===== config.mk =====
export PLATFORM = sky130hd
export DESIGN_NAME = anfc_ctrl
export DESIGN_NICKNAME = d
export VERILOG_FILES = /design/src/rtl/anfc_pkg.sv /design/src/rtl/anfc_notch_set.sv /design/src/rtl/anfc_save_timer.sv /design/src/rtl/anfc_ctrl.sv
export SDC_FILE = /design/constraint.sdc
export NUM_CORES = 1
export LEC_CHECK = 0
export ABC_CLOCK_PERIOD_IN_PS = 2990
export BUFFER_PORTS_ARGS = -buffer_cell sky130_fd_sc_hd__buf_2
export CAP_MARGIN = 20
export CORE_MARGIN = 2
export CORE_UTILIZATION = 25
export DETAILED_ROUTE_END_ITERATION = 16
export PLACE_DENSITY = 0.43
export SYNTH_ARGS = -nofsm -noshare
export SYNTH_HDL_FRONTEND = slang
export SYNTH_HIERARCHICAL = 1
export SYNTH_SLANG_ARGS = --single-unit

===== constraint.sdc =====
create_clock -name mclk_i -period 2.99 [get_ports mclk_i]
set_input_delay 0.299 -clock mclk_i [delete_from_list [all_inputs] [get_ports mclk_i]]
set_output_delay 0.299 -clock mclk_i [all_outputs]
set_load 0.005 [all_outputs]

===== src/rtl/anfc_pkg.sv =====
package anfc_pkg;
    // ********************************************************
    // Register map of the plain register port
    // ********************************************************
    localparam logic [3:0] ANFC_MODE_OFS = 4'h0;
    localparam logic [3:0] ANFC_F3_OFS = 4'h1;
    localparam logic [3:0] ANFC_W3_OFS = 4'h2;
    localparam logic [3:0] ANFC_D3_OFS = 4'h3;
    localparam logic [3:0] ANFC_F4_OFS = 4'h4;
    localparam logic [3:0] ANFC_W4_OFS = 4'h5;
    localparam logic [3:0] ANFC_D4_OFS = 4'h6;
    localparam logic [3:0] ANFC_MEAS_OFS = 4'h7;
    localparam logic [3:0] ANFC_STAT_OFS = 4'h8;
    // ********************************************************
    // Field layout and reset values
    // ********************************************************
    localparam int ANFC_FW = 16;
    localparam int ANFC_SW = 8;
    localparam logic [15:0] ANFC_FREQ_OFF = 16'h1388;
    localparam logic [2:0] ANFC_MODE_RST = 3'h0;
    localparam logic [2:0] ANFC_MODE_MAX = 3'h4;
    localparam logic [7:0] ANFC_SEL_RST = 8'h00;
    // Status bits
    localparam int ANFC_ST_ADAPT = 0;
    localparam int ANFC_ST_NVBUSY = 1;
    localparam int ANFC_ST_LOADED = 2;
    localparam int ANFC_ST_BADMODE = 3;
    // ********************************************************
    // Timing
    // ********************************************************
    localparam longint ANFC_CLK_HZ = 64'd25000000;
    localparam longint ANFC_SAVE_MIN = 64'd30;
    localparam longint ANFC_SAVE_CYC = ANFC_SAVE_MIN * 64'd60 * ANFC_CLK_HZ;
    typedef enum logic [2:0] {
        ANFC_OFF, ANFC_ONE, ANFC_TWO, ANFC_MEAS, ANFC_CLR
    } anfc_mode_t;
endpackage : anfc_pkg


===== src/rtl/anfc_notch_set.sv =====
`timescale 1ns/10ps
// ********************************************************
// One notch parameter set: frequency, width, depth
// ********************************************************
module anfc_notch_set
    import anfc_pkg::*;
(
    input wire logic mclk_i,
    input wire logic rst_b_i,
    input wire logic clr_i,
    input wire logic ld_i,
    input wire logic [15:0] ld_freq_i,
    input wire logic [7:0] ld_width_i,
    input wire logic [7:0] ld_depth_i,
    input wire logic adapt_i,
    input wire logic found_i,
    input wire logic [15:0] est_freq_i,
    input wire logic [7:0] est_width_i,
    input wire logic [7:0] est_depth_i,
    input wire logic [1:0] sw_wr_i,
    input wire logic [15:0] sw_data_i,
    output logic [15:0] freq_o,
    output logic [7:0] width_o,
    output logic [7:0] depth_o,
    output logic active_o
);
    // Frequency: clear beats load beats adaptation beats software
    always_ff @(posedge mclk_i or negedge rst_b_i) begin
        if (!rst_b_i) begin
            freq_o <= ANFC_FREQ_OFF;
        end else if (clr_i) begin
            freq_o <= ANFC_FREQ_OFF;
        end else if (ld_i) begin
            freq_o <= ld_freq_i;
        end else if (adapt_i) begin
            freq_o <= found_i ? est_freq_i : ANFC_FREQ_OFF;
        end else if (sw_wr_i == 2'h1) begin
            freq_o <= sw_data_i;
        end
    end

    // Width and depth follow the same priority
    always_ff @(posedge mclk_i or negedge rst_b_i) begin
        if (!rst_b_i) begin
            width_o <= ANFC_SEL_RST;
            depth_o <= ANFC_SEL_RST;
        end else if (clr_i) begin
            width_o <= ANFC_SEL_RST;
            depth_o <= ANFC_SEL_RST;
        end else if (ld_i) begin
            width_o <= ld_width_i;
            depth_o <= ld_depth_i;
        end else if (adapt_i) begin
            width_o <= est_width_i;
            depth_o <= est_depth_i;
        end else begin
            if (sw_wr_i == 2'h2) begin
                width_o <= sw_data_i[7:0];
            end
            if (sw_wr_i == 2'h3) begin
                depth_o <= sw_data_i[7:0];
            end
        end
    end

    // 5000 means the notch is switched off
    assign active_o = (freq_o != ANFC_FREQ_OFF);
endmodule : anfc_notch_set


===== src/rtl/anfc_save_timer.sv =====
`timescale 1ns/10ps
// ********************************************************
// Periodic save tick
// ********************************************************
module anfc_save_timer #(
    parameter longint PERIOD = anfc_pkg::ANFC_SAVE_CYC
) (
    input wire logic mclk_i,
    input wire logic rst_b_i,
    output logic tick_o
);
    logic [35:0] cnt;

    // Free-running counter, one-cycle tick at wrap
    always_ff @(posedge mclk_i or negedge rst_b_i) begin
        if (!rst_b_i) begin
            cnt <= 36'h0;
            tick_o <= 1'b0;
        end else if (cnt == 36'(PERIOD - 64'd1)) begin
            cnt <= 36'h0;
            tick_o <= 1'b1;
        end else begin
            cnt <= cnt + 36'h1;
            tick_o <= 1'b0;
        end
    end
endmodule : anfc_save_timer


===== src/rtl/anfc_ctrl.sv =====
// The placing of the registers and the strobed register port are this design's own decisions.
`timescale 1ns/10ps
// Overview of operation
// - Mode 0: no adaptation, hold notch values
// - Mode 1: adapt third notch only
// - Mode 2: adapt third and fourth notches
// - Mode 3: measure resonance, hold notch values
// - Mode 4: disable notches, clear stored results
// - Adapt only on motion, nonzero mode, resonance
// - Third frequency from estimate, else 5000
// - Fourth frequency from second estimate, else 5000
// - Third width, depth written when adapting
// - Fourth width, depth written in two-filter mode
// - Save notch sets every 30 minutes
// - Power-up: load saved notch sets
// - Frequency 5000 means notch disabled
// - No adaptation in torque control mode
// - Adapt only while servo is on
module anfc_ctrl
    import anfc_pkg::*;
#(
    parameter longint SAVE_CYC = anfc_pkg::ANFC_SAVE_CYC
) (
    input wire logic mclk_i,
    input wire logic rst_b_i,
    // Register port
    input wire logic [3:0] reg_addr_i,
    input wire logic [15:0] reg_wdata_i,
    input wire logic reg_wr_i,
    input wire logic reg_rd_i,
    output logic [15:0] reg_rdata_o,
    // Servo state
    input wire logic motion_cmd_i,
    input wire logic servo_on_i,
    input wire logic torque_mode_i,
    // Resonance estimator results
    input wire logic est_valid_i,
    input wire logic res_affect_i,
    input wire logic found1_i,
    input wire logic [15:0] est_freq1_i,
    input wire logic [7:0] est_width1_i,
    input wire logic [7:0] est_depth1_i,
    input wire logic found2_i,
    input wire logic [15:0] est_freq2_i,
    input wire logic [7:0] est_width2_i,
    input wire logic [7:0] est_depth2_i,
    output logic est_run_o,
    output logic est_clear_o,
    // Nonvolatile storage
    input wire logic nv_valid_i,
    input wire logic [15:0] nv_freq3_i,
    input wire logic [7:0] nv_width3_i,
    input wire logic [7:0] nv_depth3_i,
    input wire logic [15:0] nv_freq4_i,
    input wire logic [7:0] nv_width4_i,
    input wire logic [7:0] nv_depth4_i,
    input wire logic nv_ack_i,
    output logic nv_save_o,
    output logic nv_erase_o,
    output logic [15:0] nv_freq3_o,
    output logic [7:0] nv_width3_o,
    output logic [7:0] nv_depth3_o,
    output logic [15:0] nv_freq4_o,
    output logic [7:0] nv_width4_o,
    output logic [7:0] nv_depth4_o,
    // Notch filter settings to the torque path
    output logic [15:0] third_notch_frequency_o,
    output logic [7:0] third_notch_width_o,
    output logic [7:0] third_notch_depth_o,
    output logic third_notch_en_o,
    output logic [15:0] fourth_notch_frequency_o,
    output logic [7:0] fourth_notch_width_o,
    output logic [7:0] fourth_notch_depth_o,
    output logic fourth_notch_en_o
);
    import anfc_pkg::*;

    // ********************************************************
    // Mode register
    // ********************************************************
    anfc_mode_t adaptive_mode_setting;
    logic bad_mode;
    logic loaded;
    logic load_pulse;
    logic save_tick;
    logic save_pend;
    logic f3_en;
    logic f4_en;

    // New mode takes effect on the write; out-of-range is refused
    always_ff @(posedge mclk_i or negedge rst_b_i) begin
        if (!rst_b_i) begin
            adaptive_mode_setting <= anfc_mode_t'(ANFC_MODE_RST);
            bad_mode <= 1'b0;
        end else if (reg_wr_i && reg_addr_i == ANFC_MODE_OFS) begin
            if (reg_wdata_i[15:0] <= 16'(ANFC_MODE_MAX)) begin
                adaptive_mode_setting <= anfc_mode_t'(reg_wdata_i[2:0]);
                bad_mode <= 1'b0;
            end else begin
                bad_mode <= 1'b1;
            end
        end
    end

    // ********************************************************
    // Adaptation qualification
    // ********************************************************
    logic adapt_ok;
    logic adapt3;
    logic adapt4;
    logic clear_now;

    // Torque mode stops it; servo-off stops it
    assign adapt_ok = motion_cmd_i && res_affect_i && servo_on_i
        && !torque_mode_i && loaded;
    assign adapt3 = adapt_ok && est_valid_i
        && (adaptive_mode_setting == ANFC_ONE || adaptive_mode_setting == ANFC_TWO);
    assign adapt4 = adapt_ok && est_valid_i && adaptive_mode_setting == ANFC_TWO;
    assign clear_now = adaptive_mode_setting == ANFC_CLR;
    // Estimator runs in any nonzero mode except clear; mode 0 and 3 hold notches
    assign est_run_o = adapt_ok && adaptive_mode_setting != ANFC_OFF
        && !clear_now;
    assign est_clear_o = clear_now;

    // ********************************************************
    // Power-up load from storage
    // ********************************************************
    // Wait for storage data before adapting, so start values are the saved ones
    always_ff @(posedge mclk_i or negedge rst_b_i) begin
        if (!rst_b_i) begin
            loaded <= 1'b0;
        end else if (nv_valid_i) begin
            loaded <= 1'b1;
        end
    end
    assign load_pulse = nv_valid_i && !loaded;

    // ********************************************************
    // Notch parameter sets
    // ********************************************************
    logic [1:0] sw3;
    logic [1:0] sw4;

    // Software writes are how the operator forces 5000 during recovery
    always_comb begin
        sw3 = 2'h0;
        sw4 = 2'h0;
        if (reg_wr_i) begin
            unique case (reg_addr_i)
                ANFC_F3_OFS: sw3 = 2'h1;
                ANFC_W3_OFS: sw3 = 2'h2;
                ANFC_D3_OFS: sw3 = 2'h3;
                ANFC_F4_OFS: sw4 = 2'h1;
                ANFC_W4_OFS: sw4 = 2'h2;
                ANFC_D4_OFS: sw4 = 2'h3;
                default: begin
                end
            endcase
        end
    end

    anfc_notch_set u_third (
        .mclk_i(mclk_i),
        .rst_b_i(rst_b_i),
        .clr_i(clear_now),
        .ld_i(load_pulse),
        .ld_freq_i(nv_freq3_i),
        .ld_width_i(nv_width3_i),
        .ld_depth_i(nv_depth3_i),
        .adapt_i(adapt3),
        .found_i(found1_i),
        .est_freq_i(est_freq1_i),
        .est_width_i(est_width1_i),
        .est_depth_i(est_depth1_i),
        .sw_wr_i(sw3),
        .sw_data_i(reg_wdata_i),
        .freq_o(third_notch_frequency_o),
        .width_o(third_notch_width_o),
        .depth_o(third_notch_depth_o),
        .active_o(f3_en)
    );

    anfc_notch_set u_fourth (
        .mclk_i(mclk_i),
        .rst_b_i(rst_b_i),
        .clr_i(clear_now),
        .ld_i(load_pulse),
        .ld_freq_i(nv_freq4_i),
        .ld_width_i(nv_width4_i),
        .ld_depth_i(nv_depth4_i),
        .adapt_i(adapt4),
        .found_i(found2_i),
        .est_freq_i(est_freq2_i),
        .est_width_i(est_width2_i),
        .est_depth_i(est_depth2_i),
        .sw_wr_i(sw4),
        .sw_data_i(reg_wdata_i),
        .freq_o(fourth_notch_frequency_o),
        .width_o(fourth_notch_width_o),
        .depth_o(fourth_notch_depth_o),
        .active_o(f4_en)
    );

    assign third_notch_en_o = f3_en;
    assign fourth_notch_en_o = f4_en;

    // ********************************************************
    // Resonance measurement result
    // ********************************************************
    logic [15:0] meas_freq;

    // Mode 3 only publishes the estimate; notches stay put
    always_ff @(posedge mclk_i or negedge rst_b_i) begin
        if (!rst_b_i) begin
            meas_freq <= ANFC_FREQ_OFF;
        end else if (clear_now) begin
            meas_freq <= ANFC_FREQ_OFF;
        end else if (adapt_ok && est_valid_i && adaptive_mode_setting == ANFC_MEAS) begin
            meas_freq <= found1_i ? est_freq1_i : ANFC_FREQ_OFF;
        end
    end

    // ********************************************************
    // Periodic save to storage
    // ********************************************************
    anfc_save_timer #(
        .PERIOD(SAVE_CYC)
    ) u_timer (
        .mclk_i(mclk_i),
        .rst_b_i(rst_b_i),
        .tick_o(save_tick)
    );

    // Request held until storage acknowledges; a tick on the ack cycle wins
    always_ff @(posedge mclk_i or negedge rst_b_i) begin
        if (!rst_b_i) begin
            save_pend <= 1'b0;
        end else if (save_tick) begin
            save_pend <= 1'b1;
        end else if (nv_ack_i) begin
            save_pend <= 1'b0;
        end
    end
    assign nv_save_o = save_pend;

    // Snapshot stays stable while a save is pending
    always_ff @(posedge mclk_i or negedge rst_b_i) begin
        if (!rst_b_i) begin
            nv_freq3_o <= ANFC_FREQ_OFF;
            nv_width3_o <= ANFC_SEL_RST;
            nv_depth3_o <= ANFC_SEL_RST;
            nv_freq4_o <= ANFC_FREQ_OFF;
            nv_width4_o <= ANFC_SEL_RST;
            nv_depth4_o <= ANFC_SEL_RST;
        end else if (save_tick) begin
            nv_freq3_o <= third_notch_frequency_o;
            nv_width3_o <= third_notch_width_o;
            nv_depth3_o <= third_notch_depth_o;
            nv_freq4_o <= fourth_notch_frequency_o;
            nv_width4_o <= fourth_notch_width_o;
            nv_depth4_o <= fourth_notch_depth_o;
        end
    end

    // Erase request for stored results during clear mode
    always_ff @(posedge mclk_i or negedge rst_b_i) begin
        if (!rst_b_i) begin
            nv_erase_o <= 1'b0;
        end else begin
            nv_erase_o <= clear_now;
        end
    end

    // ********************************************************
    // Read port
    // ********************************************************
    logic [15:0] next_rdata;

    // Unmapped addresses read zero
    always_comb begin
        next_rdata = 16'h0000;
        unique case (reg_addr_i)
            ANFC_MODE_OFS: next_rdata = {13'h0000, adaptive_mode_setting};
            ANFC_F3_OFS: next_rdata = third_notch_frequency_o;
            ANFC_W3_OFS: next_rdata = {8'h00, third_notch_width_o};
            ANFC_D3_OFS: next_rdata = {8'h00, third_notch_depth_o};
            ANFC_F4_OFS: next_rdata = fourth_notch_frequency_o;
            ANFC_W4_OFS: next_rdata = {8'h00, fourth_notch_width_o};
            ANFC_D4_OFS: next_rdata = {8'h00, fourth_notch_depth_o};
            ANFC_MEAS_OFS: next_rdata = meas_freq;
            ANFC_STAT_OFS: begin
                next_rdata[ANFC_ST_ADAPT] = est_run_o;
                next_rdata[ANFC_ST_NVBUSY] = save_pend;
                next_rdata[ANFC_ST_LOADED] = loaded;
                next_rdata[ANFC_ST_BADMODE] = bad_mode;
            end
            default: next_rdata = 16'h0000;
        endcase
    end

    // Data stands only in the cycle after the read strobe
    always_ff @(posedge mclk_i or negedge rst_b_i) begin
        if (!rst_b_i) begin
            reg_rdata_o <= 16'h0000;
        end else if (reg_rd_i) begin
            reg_rdata_o <= next_rdata;
        end else begin
            reg_rdata_o <= 16'h0000;
        end
    end
endmodule : anfc_ctrl


==> impl_results.md <==
* Status: complete, no violations
* EDFF count, synth at 0
* Most common cell after layout, fill and taps aside: buf_2
* Fmax at 402 MHz
* Final Hold Viols at 0
* Post-CTS setup buffer count at 0
* Share of layout cells above drive strength 1 at around two fifths
* DIE HEIGHT at 208 um
* Row count at 74
* Internal power at around 5.4 mW
* CP top delay family: simple AND/OR/NAND/NOR gates
* Ys async rst share at 100%
* Synth top area share at 43.1%
* Average wire per standard cell at about 23 um
* CTS Buf Count at 27
* Pins Over Slew Limit at 0
* First-pass GRT wire length at approximately 63000 um
* First drt pass iteration count at 5
* Hold Path Class: input pin to register
* Setup Skew at 17.1 ps
* Initial antenna violation count at 11
* Placed Cells at 1763
* Initial drt markers at 666
* Slew headroom at 36.7%
* Yosys cell types at 60
* Worst-skew pair later-pin latency at ~550 ps
* GRT Residual Overflow at 0
* Leak at 6.48 nW
* Reg power frac at 44.0%
* Primary FF master, synth: dfrtp_1
* Buf+Inv Stages, Crit Path at 1
* CTS sink count at 204
* HPWL Detailed at 32300 um
* Worst Path Max Fanout at 38
* Total power at 7.51 mW
* Critical-path top delay cell: dfrtp_1
* CP Data Arrival Time at 2910 ps
* Synth area leaders: dfrtp_1 (43%), mux2_2 (8.1%), dfstp_2 (6.3%)
* Max-cap viol count at 0
* Final Non-Filler Cells at between 1500 and 2000
* Largest stage delay on the critical path at 440 ps
* H-tree depth at 1
* Netlist Area Pre-Place at about 10000 sq um
* Drt drc at 0
* Critical path class: register to register
* Switching Share at 27.6%
* # nets final at 1440
* Tot GR Track Use at 19.2%
* Sw Pwr at 2.07 mW
* CTS Hold Bufs at 18
* VDD IR max at about 310 uV
* Setup TNS at 0 ps
* PortBufs at 310
* Critical Path Start Type: register
* Final period util at 83.3%
* Std-Cell Core Area at 40900 sq um
* Syn nets at ~1100
* Syn avg cell area at ~11 sq um
* Clock Path Buffers at 3
* Least-Margin Pin Slew at between 900 and 1000 ps
* Design area at 13700 sq um
* Worst-path clk slew at roughly 60 ps
* Worst Path Required at 3410 ps
* Post-Syn Instances at 957
* Initial Util at about 25%
* DR vias at 9278
* Die W at 208 um
* Final min period at 2490 ps
* Largest net degree at the start of global routing at 70
* Register area share after synthesis at 49.4%
* Number of routed nets with antenna violations at 0
* Total wire length at about 43000 um
* CTS tree: done
* Area leader, netlist: dfrtp_1
* Power per cell area at roughly 550 nW/um^2
* Clk pwr share at 44.1%
* CP Cell Sequence: nand4_2 -> nor4b_4 -> nor2b_2 -> buf_12 -> nor2_2 -> and3b_1 -> a32o_1
* Worst Setup End Kind: register
* Comb pwr share at 11.9%
* Layout area overhead at 31.4%
* Synthesis-stage register bit count at just over 200
* Gpl congestion at 0.827
* Vias per cell at 5.05
* Die area at 43200 sq um
* Post-DP Area at 12500 sq um
* Yosys Warn Count at 6
* CTS root buf: clkbuf_16
* RSZ-0062 raised after global routing: false
* # resized after CTS at 0
* I/O pins at 311
* Final setup viols at 0
* Commonest cells after routing, fill and taps aside: buf_2 (309), dfrtp_1 (178), nand2_1 (77)
* Vias in the first global route at 9486
-- worst min-delay path: cells and delay by family --
kind	cells	cell delay, ps
compound gates	1	100
buf+inv	2	140
-- through the flow --
stage          utilization, %  worst slack (ps)  hold WS, ps
6_report                 33.4               500         33.5
5_1_grt                  33.4               409         15.0
4_1_cts                  33.3               506         2.97
3_5_place_dp             30.7               527          322
3_3_place_gp             30.7               586          330
2_1_floorplan               -               724         3.41
-- area by class of cell --
cell class              instances  area (sq um)
fillers                      4319         27300
multi-input cells             661          4830
repair buffers                356          1990
diodes                          7          17.5
flip-flops and latches        204          5140
clock buffers                  41           808
inverters                      28           105
well taps                     532           666
clock inverters                 9           105
-- synth_stat cells (6+ instances only) --
cell type	number
nand3_1	71
a311oi_1	6
nor3_1	6
mux2i_1	6
a211o_1	12
clkbuf_1	26
nor2b_1	12
buf_4	8
nand2_1	77
a22oi_1	10
o221ai_1	10
inv_1	28
nor4_1	15
and3_1	11
a21oi_1	12
dfstp_2	25
a22o_1	13
a221o_1	14
buf_2	22
mux2_2	75
nand2b_1	74
buf_6	6
a32o_1	55
xor2_1	14
nor2_1	42
or3_1	6
a32oi_1	12
nand4_1	14
xnor2_1	16
o21ai_0	12
dfrtp_1	179
o211ai_1	13
-- logic make-up after synthesis --
logic type	count (synthesis)	share of synthesized area, %
fa+ha+maj	1	0.120
compound gates	185	15.7
simple gates	364	19.3
xor+xnor	30	2.53
mux	81	8.70
buf+inv	92	4.33
flops	204	49.4
-- path summary, 6_finish.rpt --
check,startpoint,endpoint,slack (ps),cells after the start
max,loaded$_DFFE_PN0P_,u_fourth/freq_o[15]$_DFFE_PN0P_,500,7
min,nv_ack_i,nv_save_o$_DFFE_PN0P_,30,3
max reg2reg,loaded$_DFFE_PN0P_,u_fourth/freq_o[15]$_DFFE_PN0P_,500,7
min reg2reg,u_timer/cnt[0]$_DFF_PN0_,u_timer/cnt[0]$_DFF_PN0_,490,1
max in group asynchronous,rst_b_i,nv_freq4_o[12]$_DFFE_PN1P_,1880,3
min in group asynchronous,rst_b_i,nv_depth4_o[2]$_DFFE_PN0P_,320,2
-- power groups by stage --
stage / clock network (mW) / logic [mW] / registers [mW]
detailed placement: 0 / 0.882 / 3.37
floorplan: 0 / 0.357 / 3.18
finish: 3.31 / 0.893 / 3.31
global route: 3.54 / 0.973 / 3.34
CTS: 3.42 / 0.907 / 3.32
global placement: 0 / 0.877 / 3.37
-- state kept, by name, summed over array words and instances (netlist names), 16 cells and up --
name / count
nv_freq3_o: 16
u_fourth/freq_o: 16
nv_freq4_o: 16
u_third/freq_o: 16
u_timer/cnt: 36
meas_freq: 16
reg_rdata_o: 16
-- layer usage --
metal,routed length [um],vias to the layer above,track usage (%)
met5,27,-,0
met4,1050,4,5.23
met3,2170,67,3.05
met2,21000,298,32.8
met1,18500,4700,25.2
li1,-,4209,-
Note: power is estimated with default switching activity, not from simulation.
